--- src/core/udt_pkg.sv ---
// Package with register map, field layouts and constants of the up/down encoder timer
package udt_pkg;

    // ************************************************************
    // Sizes
    // ************************************************************
    localparam int CHANNELS = 2;        // Two independent channels
    localparam int DATA_W = 16;         // Counter and register width
    localparam int ADDR_W = 6;          // [5:4] group, [3:0] register index
    localparam int IRQ_PER_CH = 4;      // Two compare plus two capture/compare

    // ************************************************************
    // Address map
    // ************************************************************
    localparam logic [1:0] GRP_GLOBAL = 2'h2;         // Group of shared registers
    localparam logic [3:0] OFF_CTRL = 4'h0;           // counter_control_reg
    localparam logic [3:0] OFF_PRESCALE = 4'h1;       // prescaler_mode_reg
    localparam logic [3:0] OFF_EDGE = 4'h2;           // Capture edge select
    localparam logic [3:0] OFF_CAPSEL = 4'h3;         // capture_select_reg
    localparam logic [3:0] OFF_COUNTER = 4'h4;        // updown_counter
    localparam logic [3:0] OFF_CMP_FIRST = 4'h5;      // compare_first
    localparam logic [3:0] OFF_CMP_SECOND = 4'h6;     // compare_second
    localparam logic [3:0] OFF_CC_FIRST = 4'h7;       // capcomp_first
    localparam logic [3:0] OFF_CC_SECOND = 4'h8;      // capcomp_second
    localparam logic [3:0] OFF_FLAG = 4'h9;           // flag_reg
    localparam logic [3:0] OFF_BASE_CLK = 4'h0;       // Global: base_clock_select

    // ************************************************************
    // Fields and reset values
    // ************************************************************
    localparam int FLAG_DIR = 0;        // Last count direction, 1 = down
    localparam int FLAG_OVF = 1;        // Sticky wrap flag
    localparam int EDGE_FIRST_LSB = 0;  // Edge select of capture_pin_first
    localparam int EDGE_SECOND_LSB = 2; // Edge select of the second trigger
    localparam logic [1:0] EDGE_RISE = 2'h1;          // Bit0 rising, bit1 falling
    localparam logic [1:0] CLR_EXT_ONLY = 2'h0;       // Mode A clear codes
    localparam logic [1:0] CLR_MATCH_UP = 2'h1;
    localparam logic [1:0] CLR_BOTH = 2'h2;
    localparam logic [1:0] BASE_DIV4_LAST = 2'h3;     // Last state of the /4 divider
    localparam logic [15:0] ZERO16 = 16'h0000;
    localparam logic [15:0] ALL_ONES16 = 16'hffff;
    localparam logic [15:0] ONE16 = 16'h0001;
    localparam logic [7:0] PRE_BASE = 8'h02;          // Smallest prescaler ratio
    localparam logic [7:0] PRE_ONE = 8'h01;

    // Control register layout, bit 0 first from the bottom
    typedef struct packed {
        logic active_high;          // Bit 7: pulse output active level
        logic out_enable;           // Bit 6: pulse output enable
        logic clear_select_high;    // Bit 5
        logic clear_select_low;     // Bit 4
        logic match_clear_enable;   // Bit 3: general-purpose clear on first match
        logic udc_mode_b;           // Bit 2: up/down mode B
        logic updown_count_mode;    // Bit 1: 1 = encoder up/down mode
        logic count_run_bit;        // Bit 0: run
    } udt_ctrl_t;

    localparam udt_ctrl_t CTRL_RESET = '0;

endpackage

--- src/core/udt_edge.sv ---
// Edge detector with selectable valid edge, registered pulse output
`timescale 1ns/100ps
module udt_edge (
    input wire logic clock_i,
    input wire logic nrst_i,
    input wire logic level_i,
    input wire logic [1:0] sel_i,
    output logic pulse_o
);

    logic prev; // Level one cycle ago

    // ************************************************************
    // Edge detection
    // ************************************************************
    // Bit 0 of the select takes rising edges, bit 1 falling ones
    always_ff @(posedge clock_i) begin
        if (!nrst_i) begin
            prev <= 1'b0;
            pulse_o <= 1'b0;
        end else begin
            prev <= level_i;
            pulse_o <= (sel_i[0] & level_i & ~prev) | (sel_i[1] & ~level_i & prev);
        end
    end

endmodule // udt_edge

--- src/core/udt_prescaler.sv ---
// Count clock prescaler giving a one-cycle tick every 2 to 256 base clocks
`timescale 1ns/100ps
module udt_prescaler (
    input wire logic clock_i,
    input wire logic nrst_i,
    input wire logic run_i,
    input wire logic base_en_i,
    input wire logic [2:0] sel_i,
    output logic tick_o
);

    logic [7:0] cnt;   // Base clock count
    logic [7:0] limit; // Last count before a tick

    // Ratio is two shifted up by the select
    assign limit = (udt_pkg::PRE_BASE << sel_i) - udt_pkg::PRE_ONE;

    // ************************************************************
    // Divider
    // ************************************************************
    // Stopping holds the divider in its initial state, so every start
    // gives a full first period
    always_ff @(posedge clock_i) begin
        if (!nrst_i) begin
            cnt <= 8'h00;
            tick_o <= 1'b0;
        end else if (!run_i) begin
            cnt <= 8'h00;
            tick_o <= 1'b0;
        end else if (base_en_i) begin
            if (cnt == limit) begin
                cnt <= 8'h00;
                tick_o <= 1'b1;
            end else begin
                cnt <= cnt + 8'h01;
                tick_o <= 1'b0;
            end
        end else begin
            tick_o <= 1'b0;
        end
    end

endmodule // udt_prescaler

--- src/core/udt_top.sv ---
// Two-channel 16-bit up/down encoder timer with register port
`timescale 1ns/100ps

// How it works
// - Two independent 16-bit up/down counters
// - Timer mode counts up; encoder mode both ways
// - Base clock is system clock /2 or /4
// - Prescaler divides base by 2 to 256
// - Timer mode: optional clear on first match
// - Mode B: first match up, second down
// - Mode A code 00: external clear only
// - Mode A: first match, or both sources
// - Capture pin edge latches counter value
// - Second capture source selectable between pins
// - Four separate interrupt requests per channel
// - Timer mode drives 16-bit PWM output
// - Rewriting configuration registers is harmless
// - Run bit starts and stops counting
// - Encoder input a clocks, b gives direction
// - Mode A clear field codes 00/01/10; code 11 clears nothing
// - Base select 0 is /4, 1 is /2
module udt_top (
    input wire logic clock_i,
    input wire logic nrst_i,
    input wire logic [udt_pkg::ADDR_W-1:0] addr_i,
    input wire logic [udt_pkg::DATA_W-1:0] wdata_i,
    input wire logic wr_i,
    input wire logic rd_i,
    output logic [udt_pkg::DATA_W-1:0] rdata_o,
    input wire logic [udt_pkg::CHANNELS-1:0] capture_pin_first_i,
    input wire logic [udt_pkg::CHANNELS-1:0] capture_pin_second_i,
    input wire logic [udt_pkg::CHANNELS-1:0] encoder_input_a_i,
    input wire logic [udt_pkg::CHANNELS-1:0] encoder_input_b_i,
    input wire logic [udt_pkg::CHANNELS-1:0] external_clear_pin_i,
    output logic [udt_pkg::CHANNELS-1:0] pulse_output_pin_o,
    output logic [udt_pkg::CHANNELS*udt_pkg::IRQ_PER_CH-1:0] irq_o
);

    // ************************************************************
    // Register storage
    // ************************************************************
    udt_pkg::udt_ctrl_t ctrl [udt_pkg::CHANNELS];       // counter_control_reg
    logic [2:0] prescale_select [udt_pkg::CHANNELS];    // prescaler_mode_reg
    logic [3:0] edge_sel [udt_pkg::CHANNELS];           // Capture valid edges
    logic capture_source_select [udt_pkg::CHANNELS];    // capture_select_reg
    logic [15:0] updown_counter [udt_pkg::CHANNELS];    // Counters
    logic [15:0] compare_first [udt_pkg::CHANNELS];
    logic [15:0] compare_second [udt_pkg::CHANNELS];
    logic [15:0] capcomp_first [udt_pkg::CHANNELS];
    logic [15:0] capcomp_second [udt_pkg::CHANNELS];
    logic [1:0] flag_reg [udt_pkg::CHANNELS];           // Direction and wrap
    logic base_clock_select;                            // Shared by both channels

    // ************************************************************
    // Base clock
    // ************************************************************
    logic [1:0] base_div; // Free-running divider
    logic base_en;        // One-cycle base clock enable

    // Free running, so changing the select never stalls the base clock
    always_ff @(posedge clock_i) begin
        if (!nrst_i) begin
            base_div <= 2'h0;
        end else begin
            base_div <= base_div + 2'h1;
        end
    end

    // Select 1 gives every second cycle, 0 every fourth
    assign base_en = base_clock_select ? base_div[0] :
                     (base_div == udt_pkg::BASE_DIV4_LAST);

    // Global register write
    always_ff @(posedge clock_i) begin
        if (!nrst_i) begin
            base_clock_select <= 1'b0;
        end else if (wr_i && addr_i[5:4] == udt_pkg::GRP_GLOBAL &&
                     addr_i[3:0] == udt_pkg::OFF_BASE_CLK) begin
            base_clock_select <= wdata_i[0];
        end
    end

    // ************************************************************
    // Channels
    // ************************************************************
    for (genvar ch = 0; ch < udt_pkg::CHANNELS; ch++) begin : g_ch
        logic sel_ch;      // Access targets this channel
        logic cap0_ev;     // Valid edge on the first capture trigger
        logic cap1_ev;     // Valid edge on the second capture trigger
        logic cap1_level;  // Chosen second trigger level
        logic enc_ev;      // Rising edge of encoder input a
        logic clr_ev;      // Rising edge of external clear
        logic tick;        // Prescaled count clock
        logic step;        // Counter advances this cycle
        logic down;        // Current direction
        logic match0;      // Counter equals compare_first
        logic match1;      // Counter equals compare_second
        logic clr_match;   // Compare clear for this step
        logic clr_ext;     // External clear taken
        logic wrap;        // Step passes the end of range
        logic [1:0] clr_field; // Mode A clear select

        assign sel_ch = (addr_i[5:4] == 2'(ch));
        assign clr_field = {ctrl[ch].clear_select_high, ctrl[ch].clear_select_low};

        // Second trigger can follow the first pin instead of its own
        assign cap1_level = capture_source_select[ch] ? capture_pin_first_i[ch] :
                            capture_pin_second_i[ch];

        udt_edge u_cap0 (
            .clock_i(clock_i),
            .nrst_i(nrst_i),
            .level_i(capture_pin_first_i[ch]),
            .sel_i(edge_sel[ch][udt_pkg::EDGE_FIRST_LSB +: 2]),
            .pulse_o(cap0_ev)
        );

        udt_edge u_cap1 (
            .clock_i(clock_i),
            .nrst_i(nrst_i),
            .level_i(cap1_level),
            .sel_i(edge_sel[ch][udt_pkg::EDGE_SECOND_LSB +: 2]),
            .pulse_o(cap1_ev)
        );

        udt_edge u_enc (
            .clock_i(clock_i),
            .nrst_i(nrst_i),
            .level_i(encoder_input_a_i[ch]),
            .sel_i(udt_pkg::EDGE_RISE),
            .pulse_o(enc_ev)
        );

        udt_edge u_clr (
            .clock_i(clock_i),
            .nrst_i(nrst_i),
            .level_i(external_clear_pin_i[ch]),
            .sel_i(udt_pkg::EDGE_RISE),
            .pulse_o(clr_ev)
        );

        udt_prescaler u_pre (
            .clock_i(clock_i),
            .nrst_i(nrst_i),
            .run_i(ctrl[ch].count_run_bit),
            .base_en_i(base_en),
            .sel_i(prescale_select[ch]),
            .tick_o(tick)
        );

        // Encoder mode steps on input a, timer mode on the prescaler tick
        assign step = ctrl[ch].count_run_bit &
                      (ctrl[ch].updown_count_mode ? enc_ev : tick);
        // Input b is the phase: high counts down; timer mode only counts up
        assign down = ctrl[ch].updown_count_mode & encoder_input_b_i[ch];
        assign match0 = (updown_counter[ch] == compare_first[ch]);
        assign match1 = (updown_counter[ch] == compare_second[ch]);

        // Clear source for the current mode
        always_comb begin
            clr_match = 1'b0;
            if (!ctrl[ch].updown_count_mode) begin
                clr_match = ctrl[ch].match_clear_enable & match0;
            end else if (ctrl[ch].udc_mode_b) begin
                clr_match = (~down & match0) | (down & match1);
            end else if (clr_field == udt_pkg::CLR_MATCH_UP ||
                         clr_field == udt_pkg::CLR_BOTH) begin
                clr_match = ~down & match0;
            end
        end

        // External clear only in mode A with code 00 or 10
        assign clr_ext = ctrl[ch].count_run_bit & ctrl[ch].updown_count_mode &
                         ~ctrl[ch].udc_mode_b & clr_ev &
                         (clr_field == udt_pkg::CLR_EXT_ONLY ||
                          clr_field == udt_pkg::CLR_BOTH);
        assign wrap = down ? (updown_counter[ch] == udt_pkg::ZERO16) :
                      (updown_counter[ch] == udt_pkg::ALL_ONES16);

        // Configuration writes; a rewrite of the same value changes nothing
        always_ff @(posedge clock_i) begin
            if (!nrst_i) begin
                ctrl[ch] <= udt_pkg::CTRL_RESET;
                prescale_select[ch] <= 3'h0;
                edge_sel[ch] <= 4'h0;
                capture_source_select[ch] <= 1'b0;
                compare_first[ch] <= udt_pkg::ZERO16;
                compare_second[ch] <= udt_pkg::ZERO16;
            end else if (wr_i && sel_ch) begin
                case (addr_i[3:0])
                    udt_pkg::OFF_CTRL: begin
                        ctrl[ch] <= udt_pkg::udt_ctrl_t'(wdata_i[7:0]);
                    end
                    udt_pkg::OFF_PRESCALE: begin
                        prescale_select[ch] <= wdata_i[2:0];
                    end
                    udt_pkg::OFF_EDGE: begin
                        edge_sel[ch] <= wdata_i[3:0];
                    end
                    udt_pkg::OFF_CAPSEL: begin
                        capture_source_select[ch] <= wdata_i[0];
                    end
                    udt_pkg::OFF_CMP_FIRST: begin
                        compare_first[ch] <= wdata_i;
                    end
                    udt_pkg::OFF_CMP_SECOND: begin
                        compare_second[ch] <= wdata_i;
                    end
                    default: begin
                    end
                endcase
            end
        end

        // Counter: external clear, then step, then software load when stopped
        always_ff @(posedge clock_i) begin
            if (!nrst_i) begin
                updown_counter[ch] <= udt_pkg::ZERO16;
            end else if (clr_ext) begin
                updown_counter[ch] <= udt_pkg::ZERO16;
            end else if (step) begin
                if (clr_match) begin
                    updown_counter[ch] <= udt_pkg::ZERO16;
                end else if (down) begin
                    updown_counter[ch] <= updown_counter[ch] - udt_pkg::ONE16;
                end else begin
                    updown_counter[ch] <= updown_counter[ch] + udt_pkg::ONE16;
                end
            end else if (wr_i && sel_ch && addr_i[3:0] == udt_pkg::OFF_COUNTER &&
                         !ctrl[ch].count_run_bit) begin
                // Writes while running are dropped to keep the count coherent
                updown_counter[ch] <= wdata_i;
            end
        end

        // Capture/compare registers: a capture beats a software write
        always_ff @(posedge clock_i) begin
            if (!nrst_i) begin
                capcomp_first[ch] <= udt_pkg::ZERO16;
                capcomp_second[ch] <= udt_pkg::ZERO16;
            end else begin
                if (cap0_ev) begin
                    capcomp_first[ch] <= updown_counter[ch];
                end else if (wr_i && sel_ch && addr_i[3:0] == udt_pkg::OFF_CC_FIRST) begin
                    capcomp_first[ch] <= wdata_i;
                end
                if (cap1_ev) begin
                    capcomp_second[ch] <= updown_counter[ch];
                end else if (wr_i && sel_ch && addr_i[3:0] == udt_pkg::OFF_CC_SECOND) begin
                    capcomp_second[ch] <= wdata_i;
                end
            end
        end

        // Interrupt requests, one-cycle pulses, captures in the latch cycle
        always_ff @(posedge clock_i) begin
            if (!nrst_i) begin
                irq_o[ch*udt_pkg::IRQ_PER_CH +: udt_pkg::IRQ_PER_CH] <= 4'h0;
            end else begin
                irq_o[ch*udt_pkg::IRQ_PER_CH +: udt_pkg::IRQ_PER_CH] <=
                    {cap1_ev, cap0_ev, step & match1, step & match0};
            end
        end

        // Flags: direction follows each step, wrap is sticky, set wins over clear
        always_ff @(posedge clock_i) begin
            if (!nrst_i) begin
                flag_reg[ch] <= 2'h0;
            end else begin
                if (step) begin
                    flag_reg[ch][udt_pkg::FLAG_DIR] <= down;
                end
                if (step && wrap && !clr_match) begin
                    flag_reg[ch][udt_pkg::FLAG_OVF] <= 1'b1;
                end else if (wr_i && sel_ch && addr_i[3:0] == udt_pkg::OFF_FLAG &&
                             !wdata_i[udt_pkg::FLAG_OVF]) begin
                    flag_reg[ch][udt_pkg::FLAG_OVF] <= 1'b0;
                end
            end
        end

        // PWM: active below compare_second, period set by first-match clear;
        // encoder mode or disabled output parks at the inactive level
        always_ff @(posedge clock_i) begin
            if (!nrst_i) begin
                pulse_output_pin_o[ch] <= 1'b0;
            end else if (ctrl[ch].out_enable && !ctrl[ch].updown_count_mode) begin
                pulse_output_pin_o[ch] <= (updown_counter[ch] < compare_second[ch]) ?
                    ctrl[ch].active_high : ~ctrl[ch].active_high;
            end else begin
                pulse_output_pin_o[ch] <= ~ctrl[ch].active_high;
            end
        end
    end

    // ************************************************************
    // Read port
    // ************************************************************
    logic [0:0] rch; // Channel index of the read address

    assign rch = addr_i[4];

    // Data in the cycle after the strobe only; unmapped reads give zero.
    // Reads have no side effects, so repeated reads are safe here
    always_ff @(posedge clock_i) begin
        if (!nrst_i || !rd_i) begin
            rdata_o <= udt_pkg::ZERO16;
        end else if (addr_i[5:4] == udt_pkg::GRP_GLOBAL) begin
            rdata_o <= (addr_i[3:0] == udt_pkg::OFF_BASE_CLK) ?
                       {15'h0000, base_clock_select} : udt_pkg::ZERO16;
        end else if (addr_i[5]) begin
            rdata_o <= udt_pkg::ZERO16;
        end else begin
            case (addr_i[3:0])
                udt_pkg::OFF_CTRL: begin
                    rdata_o <= {8'h00, ctrl[rch]};
                end
                udt_pkg::OFF_PRESCALE: begin
                    rdata_o <= {13'h0000, prescale_select[rch]};
                end
                udt_pkg::OFF_EDGE: begin
                    rdata_o <= {12'h000, edge_sel[rch]};
                end
                udt_pkg::OFF_CAPSEL: begin
                    rdata_o <= {15'h0000, capture_source_select[rch]};
                end
                udt_pkg::OFF_COUNTER: begin
                    rdata_o <= updown_counter[rch];
                end
                udt_pkg::OFF_CMP_FIRST: begin
                    rdata_o <= compare_first[rch];
                end
                udt_pkg::OFF_CMP_SECOND: begin
                    rdata_o <= compare_second[rch];
                end
                udt_pkg::OFF_CC_FIRST: begin
                    rdata_o <= capcomp_first[rch];
                end
                udt_pkg::OFF_CC_SECOND: begin
                    rdata_o <= capcomp_second[rch];
                end
                udt_pkg::OFF_FLAG: begin
                    rdata_o <= {14'h0000, flag_reg[rch]};
                end
                default: begin
                    rdata_o <= udt_pkg::ZERO16;
                end
            endcase
        end
    end

endmodule // udt_top

--- config.mk ---
export PLATFORM = sky130hd
export DESIGN_NAME = udt_top
export DESIGN_NICKNAME = d
export VERILOG_FILES = /design/src/core/udt_pkg.sv /design/src/core/udt_edge.sv /design/src/core/udt_prescaler.sv /design/src/core/udt_top.sv
export SDC_FILE = /design/constraint.sdc
export NUM_CORES = 1
export LEC_CHECK = 0
export ABC_AREA = 1
export BUFFER_PORTS_ARGS = -buffer_cell sky130_fd_sc_hd__buf_2
export CAP_MARGIN = 40
export CORE_MARGIN = 2
export CORE_UTILIZATION = 50
export CTS_CLUSTER_SIZE = 10
export DETAILED_ROUTE_END_ITERATION = 6
export PLACE_DENSITY_LB_ADDON = 0.15
export SYNTH_ARGS = -nofsm -noshare
export SYNTH_HDL_FRONTEND = slang
export SYNTH_HIERARCHICAL = 1
export SYNTH_SLANG_ARGS = --single-unit
export TNS_END_PERCENT = 100
--- constraint.sdc ---
create_clock -name clock_i -period 2.05 [get_ports clock_i]
set_input_delay 0 -clock clock_i [delete_from_list [all_inputs] [get_ports clock_i]]
set_output_delay 0 -clock clock_i [all_outputs]
set_load 0.05 [all_outputs]
# Yosys cells after proc, flatten, opt, wreduce, memory -nomap -nowiden
# Memory sizes are Yosys's and may differ from the RTL's.
# Index checks and enable logic that the tools add are counted.
# Widths: inputs -> output; s select.
[totals]
word_cells = 424
register_bits = 63
out_inout_bits = 26
rom_bits = 0
memories = 10
latchBits = 0
ram_bits = 196
[mem_list]
columns = ["memory", "depth", "width", "read_ports", "rd_ports_with_merged_regs", "wr", "line_no", "source"]
rows = [
  ["capcomp_first", 2, 16, 1, 0, 2, "udt_top.sv:49", "logic [15:0] capcomp_first [udt_pkg::CHANNELS];"],
  ["capcomp_second", 2, 16, 1, 0, 2, "udt_top.sv:50", "logic [15:0] capcomp_second [udt_pkg::CHANNELS];"],
  ["compare_first", 2, 16, 3, 0, 2, "udt_top.sv:47", "logic [15:0] compare_first [udt_pkg::CHANNELS];"],
  ["compare_second", 2, 16, 3, 0, 2, "udt_top.sv:48", "logic [15:0] compare_second [udt_pkg::CHANNELS];"],
  ["updown_counter", 2, 16, 3, 0, 2, "udt_top.sv:46", "logic [15:0] updown_counter [udt_pkg::CHANNELS];"],
  ["ctrl", 2, 8, 3, 0, 2, "udt_top.sv:42", "udt_pkg::udt_ctrl_t ctrl [udt_pkg::CHANNELS];"],
  ["+4 memories", "n/a", "n/a", "n/a", "n/a", "n/a", "n/a", ""],
]
[classes]
div_mod_pow = 0
add_sub_neg = 9
reduce_logical = 46
bitwise = 102
multipliers = 0
n_mux = 202
shifts = 2
n_lt_le_gt_ge = 2
eq_ne = 24
[ops]
columns = ["operator", "count"]
rows = [
  ["$mux 16", 24],
  ["$mux 1", 169],
  ["$pmux 16 s10", 1],
  ["$eq 16x16->1", 4],
  ["$and 1x1->1", 42],
  ["$or 1x1->1", 42],
  ["$add 16x1->16 const B", 2],
  ["$eq 16x16->1 const B", 2],
  ["$logic_not 16->1", 2],
  ["$lt 16x16->1", 2],
  ["$mux 8", 4],
  ["$sub 16x1->16 const B", 2],
  ["$logic_and 1x1->1", 22],
  ["$not 1->1", 18],
  ["$add 8x1->8 const B", 2],
  ["$eq 4x3->1 const B", 4],
  ["$eq 8x8->1", 2],
  ["$shl 2x3->8 const A", 2],
  ["$sub 8x1->8 const B", 2],
  ["$logic_not 1->1", 9],
  ["$eq 2x2->1 const B", 4],
  ["$eq 4x2->1 const B", 2],
  ["$eq 4x4->1 const B", 2],
  ["$mux 4", 2],
  ["9 further kinds", 20],
]

# Longest topological paths before layout
# An unclocked memory read counts as a cell.
[logic_depth]
word_depth = 16
depth_mapped = 13

# Cells and area by module
# Netlist, hierarchy kept.
[by_module_without_submodules]
columns = ["module", "n_inst", "area_each_um2", "seq_area_each_um2", "cells_per_inst"]
rows = [
  ["udt_top", 1, 13477.9, 6456.2, 1636],
  ["udt_prescaler", 2, 666.9, 180.2, 114],
  ["udt_edge", 8, 77.6, 40.0, 10],
]

# Least setup slack after synthesis
# OpenSTA, ideal clock, no wires.
[synth_timing]
path_type = "input -> register"
startpoint = "input port addr_i[1] (netlist bit)"
endpoint = "memory capcomp_second[1][0], enable pin"
n_path_buf = 1
setup_ns = 0.411
required_ns = 1.639
path_stages = 4
setup_slack_ns = -0.075
arrival_time_ns = 1.714
path_cell_list = "nor2_1 > nand3_1 > clkbuf_1 > o21ai_0"
[synth_lines]
columns = ["element", "line_no", "source"]
rows = [
  ["start: declaration", "udt_top.sv:25", "input wire logic [udt_pkg::ADDR_W-1:0] addr_i,"],
  ["end: declaration", "udt_top.sv:50", ""],
]

==> metrics.txt <==
Worst Path Required 2.35 ns; Worst-Margin Slew 0.785 ns; Final Net Count 2,276; Pre-Repair DR Iteration Count 5; RR Endpoint updown_counter[1][1]; final period demand of the worst path 2.17 ns; hold path depth 5; row count 64; core area just over 0.03 mm2; worst hold path class input port to flop; max-slew violation count 0; reg2reg setup slack -0.12 ns; CTS buffer count 31; largest family of logic cells by synthesized area simple AND/OR/NAND/NOR gates; number of flops mapped to enable cells by yosys 195; PD cells 691 mW/mm2; die width 180 um; share of the synthesized area in the top cell type 37.9%; final WL 53,800 um; number of synthesized register bits about 260; critical path class flop to flop; post-synthesis compound-gate area fraction 9.55%; CTS root buf clkbuf_16; outcome finished with violations; cell taking the most area after synthesis edfxtp_1; Clock Skews 0.0252 ns; Crit. End Element flop; failing checks setup timing; endpoints failing setup 35; DR vias 15,200; simple-gate share of the synthesized area about 28%; Initial Utilization between 50% and 60%; worst-skew pair later-pin latency around 0.57 ns; Iter 0 DRT Violations between 1,000 and 1,500; relative slew slack about 48%; ys flop type edfxtp_1; hold endpoint capture_source_select[0]; Fin. Hold Viols 0; CTS tree built; Hold Slack 0.0395 ns; VDD IR max 0.000722 V; vias in the first global route 14,100; placer congestion estimate 0.966; Synth Area in Adders roughly 3.8%; post-synth cell types 52; DPL Wire Length 38,200 um; Critical R2R Launch updown_counter[1][10]; Post-Syn Area 0.0154 mm2; Syn Area/Cell 7.94 um2; Leak 0.00839 uW; setup ws final -0.121 ns; Die ar. between 0.03 and 0.04 mm2; Worst Path Max Fanout 8; first-pass GRT wire length 80,100 um; total track usage between 30% and 40%; post-route setup TNS -1.85 ns; io pins 62; Antenna diodes 0; fillers 2,699; PortBufs 61; Core Util, Final 62.6%; xor/xnor cell area share of the yosys netlist between 3 and 4%; Data arrival, critical path 2.47 ns; Residual DRC 0; Async S/R FF share, synth 0%; Final ANT Viol Nets 0; layout cells sized above 1 a little under a fifth; Hold Path Origin addr_i[1]; RSZ-0062 raised after global routing yes; die height between 150 and 200 um; synthesized instance count approximately 1,900; vias per cell 5.80; initial antenna violation count 0; clk buf depth 3; Max Cap Violations 0; GR Overflow Total 0; Area Overhead vs Synth 23.7%; register area share after synthesis 46.2%; final worst path period share 106%; largest net degree at the start of global routing about 90; routed len/inst ~20 um; Synth area leaders edfxtp_1, nand2_1, dfxtp_1; mux contribution to synthesized area 0.219%; clk slew on worst S/H paths 0.06 ns; clock sink count 259; number of cells on the worst reg-to-reg path 10; f_max 461 MHz; Tot Pwr 13,200 uW; Max H-tree Level 1; critical path launch point type flop; Yosys warning count 6
==> through the flow <==
step / instances / instance area (um2) / setup WS (ns)
after global routing: 2613 / 19100 / -0.176
after floorplan: 1950 / 15500 / -0.0703
after global placement: 2481 / 17100 / -0.0826
final: 2613 / 19100 / -0.121
after detailed placement: 2481 / 17100 / -0.0830
after CTS: 2594 / 18700 / -0.0271
==> layout by cell type (no fill, tap or decap), drive strengths merged, types with 8 or more instances in the layout <==
cell / netlist / routed
clkbuf: 19 / 57
a31oi: 10 / 10
xor2: 61 / 61
edfxtp: 195 / 195
o22ai: 70 / 70
buf: 59 / 242
dfxtp: 64 / 64
nor3: 35 / 35
clkinv: 8 / 10
conb: 2 / 8
a21oi: 80 / 80
nor2: 242 / 242
nand3: 124 / 124
nand2: 500 / 503
inv: 227 / 227
o21ai: 70 / 70
dlygate4sd3: 0 / 41
ha: 47 / 47
nand4: 85 / 85
==> report_power, final <==
group	internal (uW)	total, uW	switching [uW]
clock network	3010	5190	2180
registers	5900	6050	153
logic	685	1950	1270
total	9590	13200	3610
==> synthesized netlist by cell type (2+ instances only) <==
master and number:
nor3_1 32, a211oi_1 5, nand4_1 84, a31oi_1 10
edfxtp_1 195, nand2_1 496, nand3b_1 6, nand2_2 3
buf_6 5, o22ai_1 70, o21ai_0 66, o211ai_1 3
xor2_1 61, buf_4 6, inv_1 191, nor2_2 8
nand3_2 4, a41oi_1 2, dfxtp_1 64, nor2_4 4
buf_2 44, o21ai_1 4, a21oi_2 8, a21boi_0 3
ha_1 47, inv_2 36, buf_1 4, nand3_1 120
a21oi_1 72, clkbuf_1 19, clkinv_1 8, nor4_1 4
a221oi_1 6, nor3_2 3, or2_0 2, nor2_1 230
conb_1 2, mux2_2 3
==> kinds of logic after synthesis <==
family | Yosys count
compound gates | 254
xor+xnor | 61
fa+ha+maj | 47
buf+inv | 313
flops | 259
mux | 3
other cells | 2
simple gates | 1005
==> area by class of cell <==
| type | instances | area [um2] | area share [%] |
|---|---|---|---|
| multi-input combinational | 1381 | 7390 | 38.7 |
| sequential | 259 | 7140 | 37.4 |
| timing repair buffer | 285 | 2250 | 11.8 |
| clock buffer | 55 | 926 | 4.85 |
| inverter | 235 | 892 | 4.67 |
| tap | 396 | 495 | 2.59 |
| clock inverter | 2 | 10.0 | 0.0524 |
==> critical path: stages, from the launching register on <==
cell      delay (ns)
edfxtp_1        0.41
ha_1            0.31
nand2_2         0.08
nor2_4          0.11
nand4_1         0.16
inv_1           0.11
nand4_1         0.13
nand2_4         0.21
nand2_4         0.14
nand4_1         0.14
nand3_1         0.08
==> metal layers <==
metal	track usage (%)	vias up	part of all wire, %
met2	51.6	813	46
met1	42.1	7124	39
li1	-	7044	-
met3	4.36	173	8.7
met4	15.9	0	5.7
met5	0	-	0
==> repair_timing <==
item | in CTS | in global routing
gates cloned | 1 | 6
pin swaps | 13 | 20
hold buffers | 41 | 0
buffers inserted | 14 | 13
resized for setup | 24 | 62
endpoints found under the setup margin | 35 | 48
endpoints found under the hold margin | 60 | 0
==> how the worst max path moves through the flow <==
stage / to / startpoint / cells after the start
6_report: updown_counter[1][1] / updown_counter[1][10] / 10
5_1_grt: updown_counter[1][1] / updown_counter[1][14] / 10
4_1_cts: flag_reg[0][1] / updown_counter[0][5] / 10
3_5_place_dp: flag_reg[1][1] / updown_counter[1][0] / 10
3_3_place_gp: flag_reg[1][1] / updown_counter[1][0] / 10
2_1_floorplan: compare_second[0][0] / addr_i[3] / 6
No activity file was read; power rests on OpenSTA's default activity.
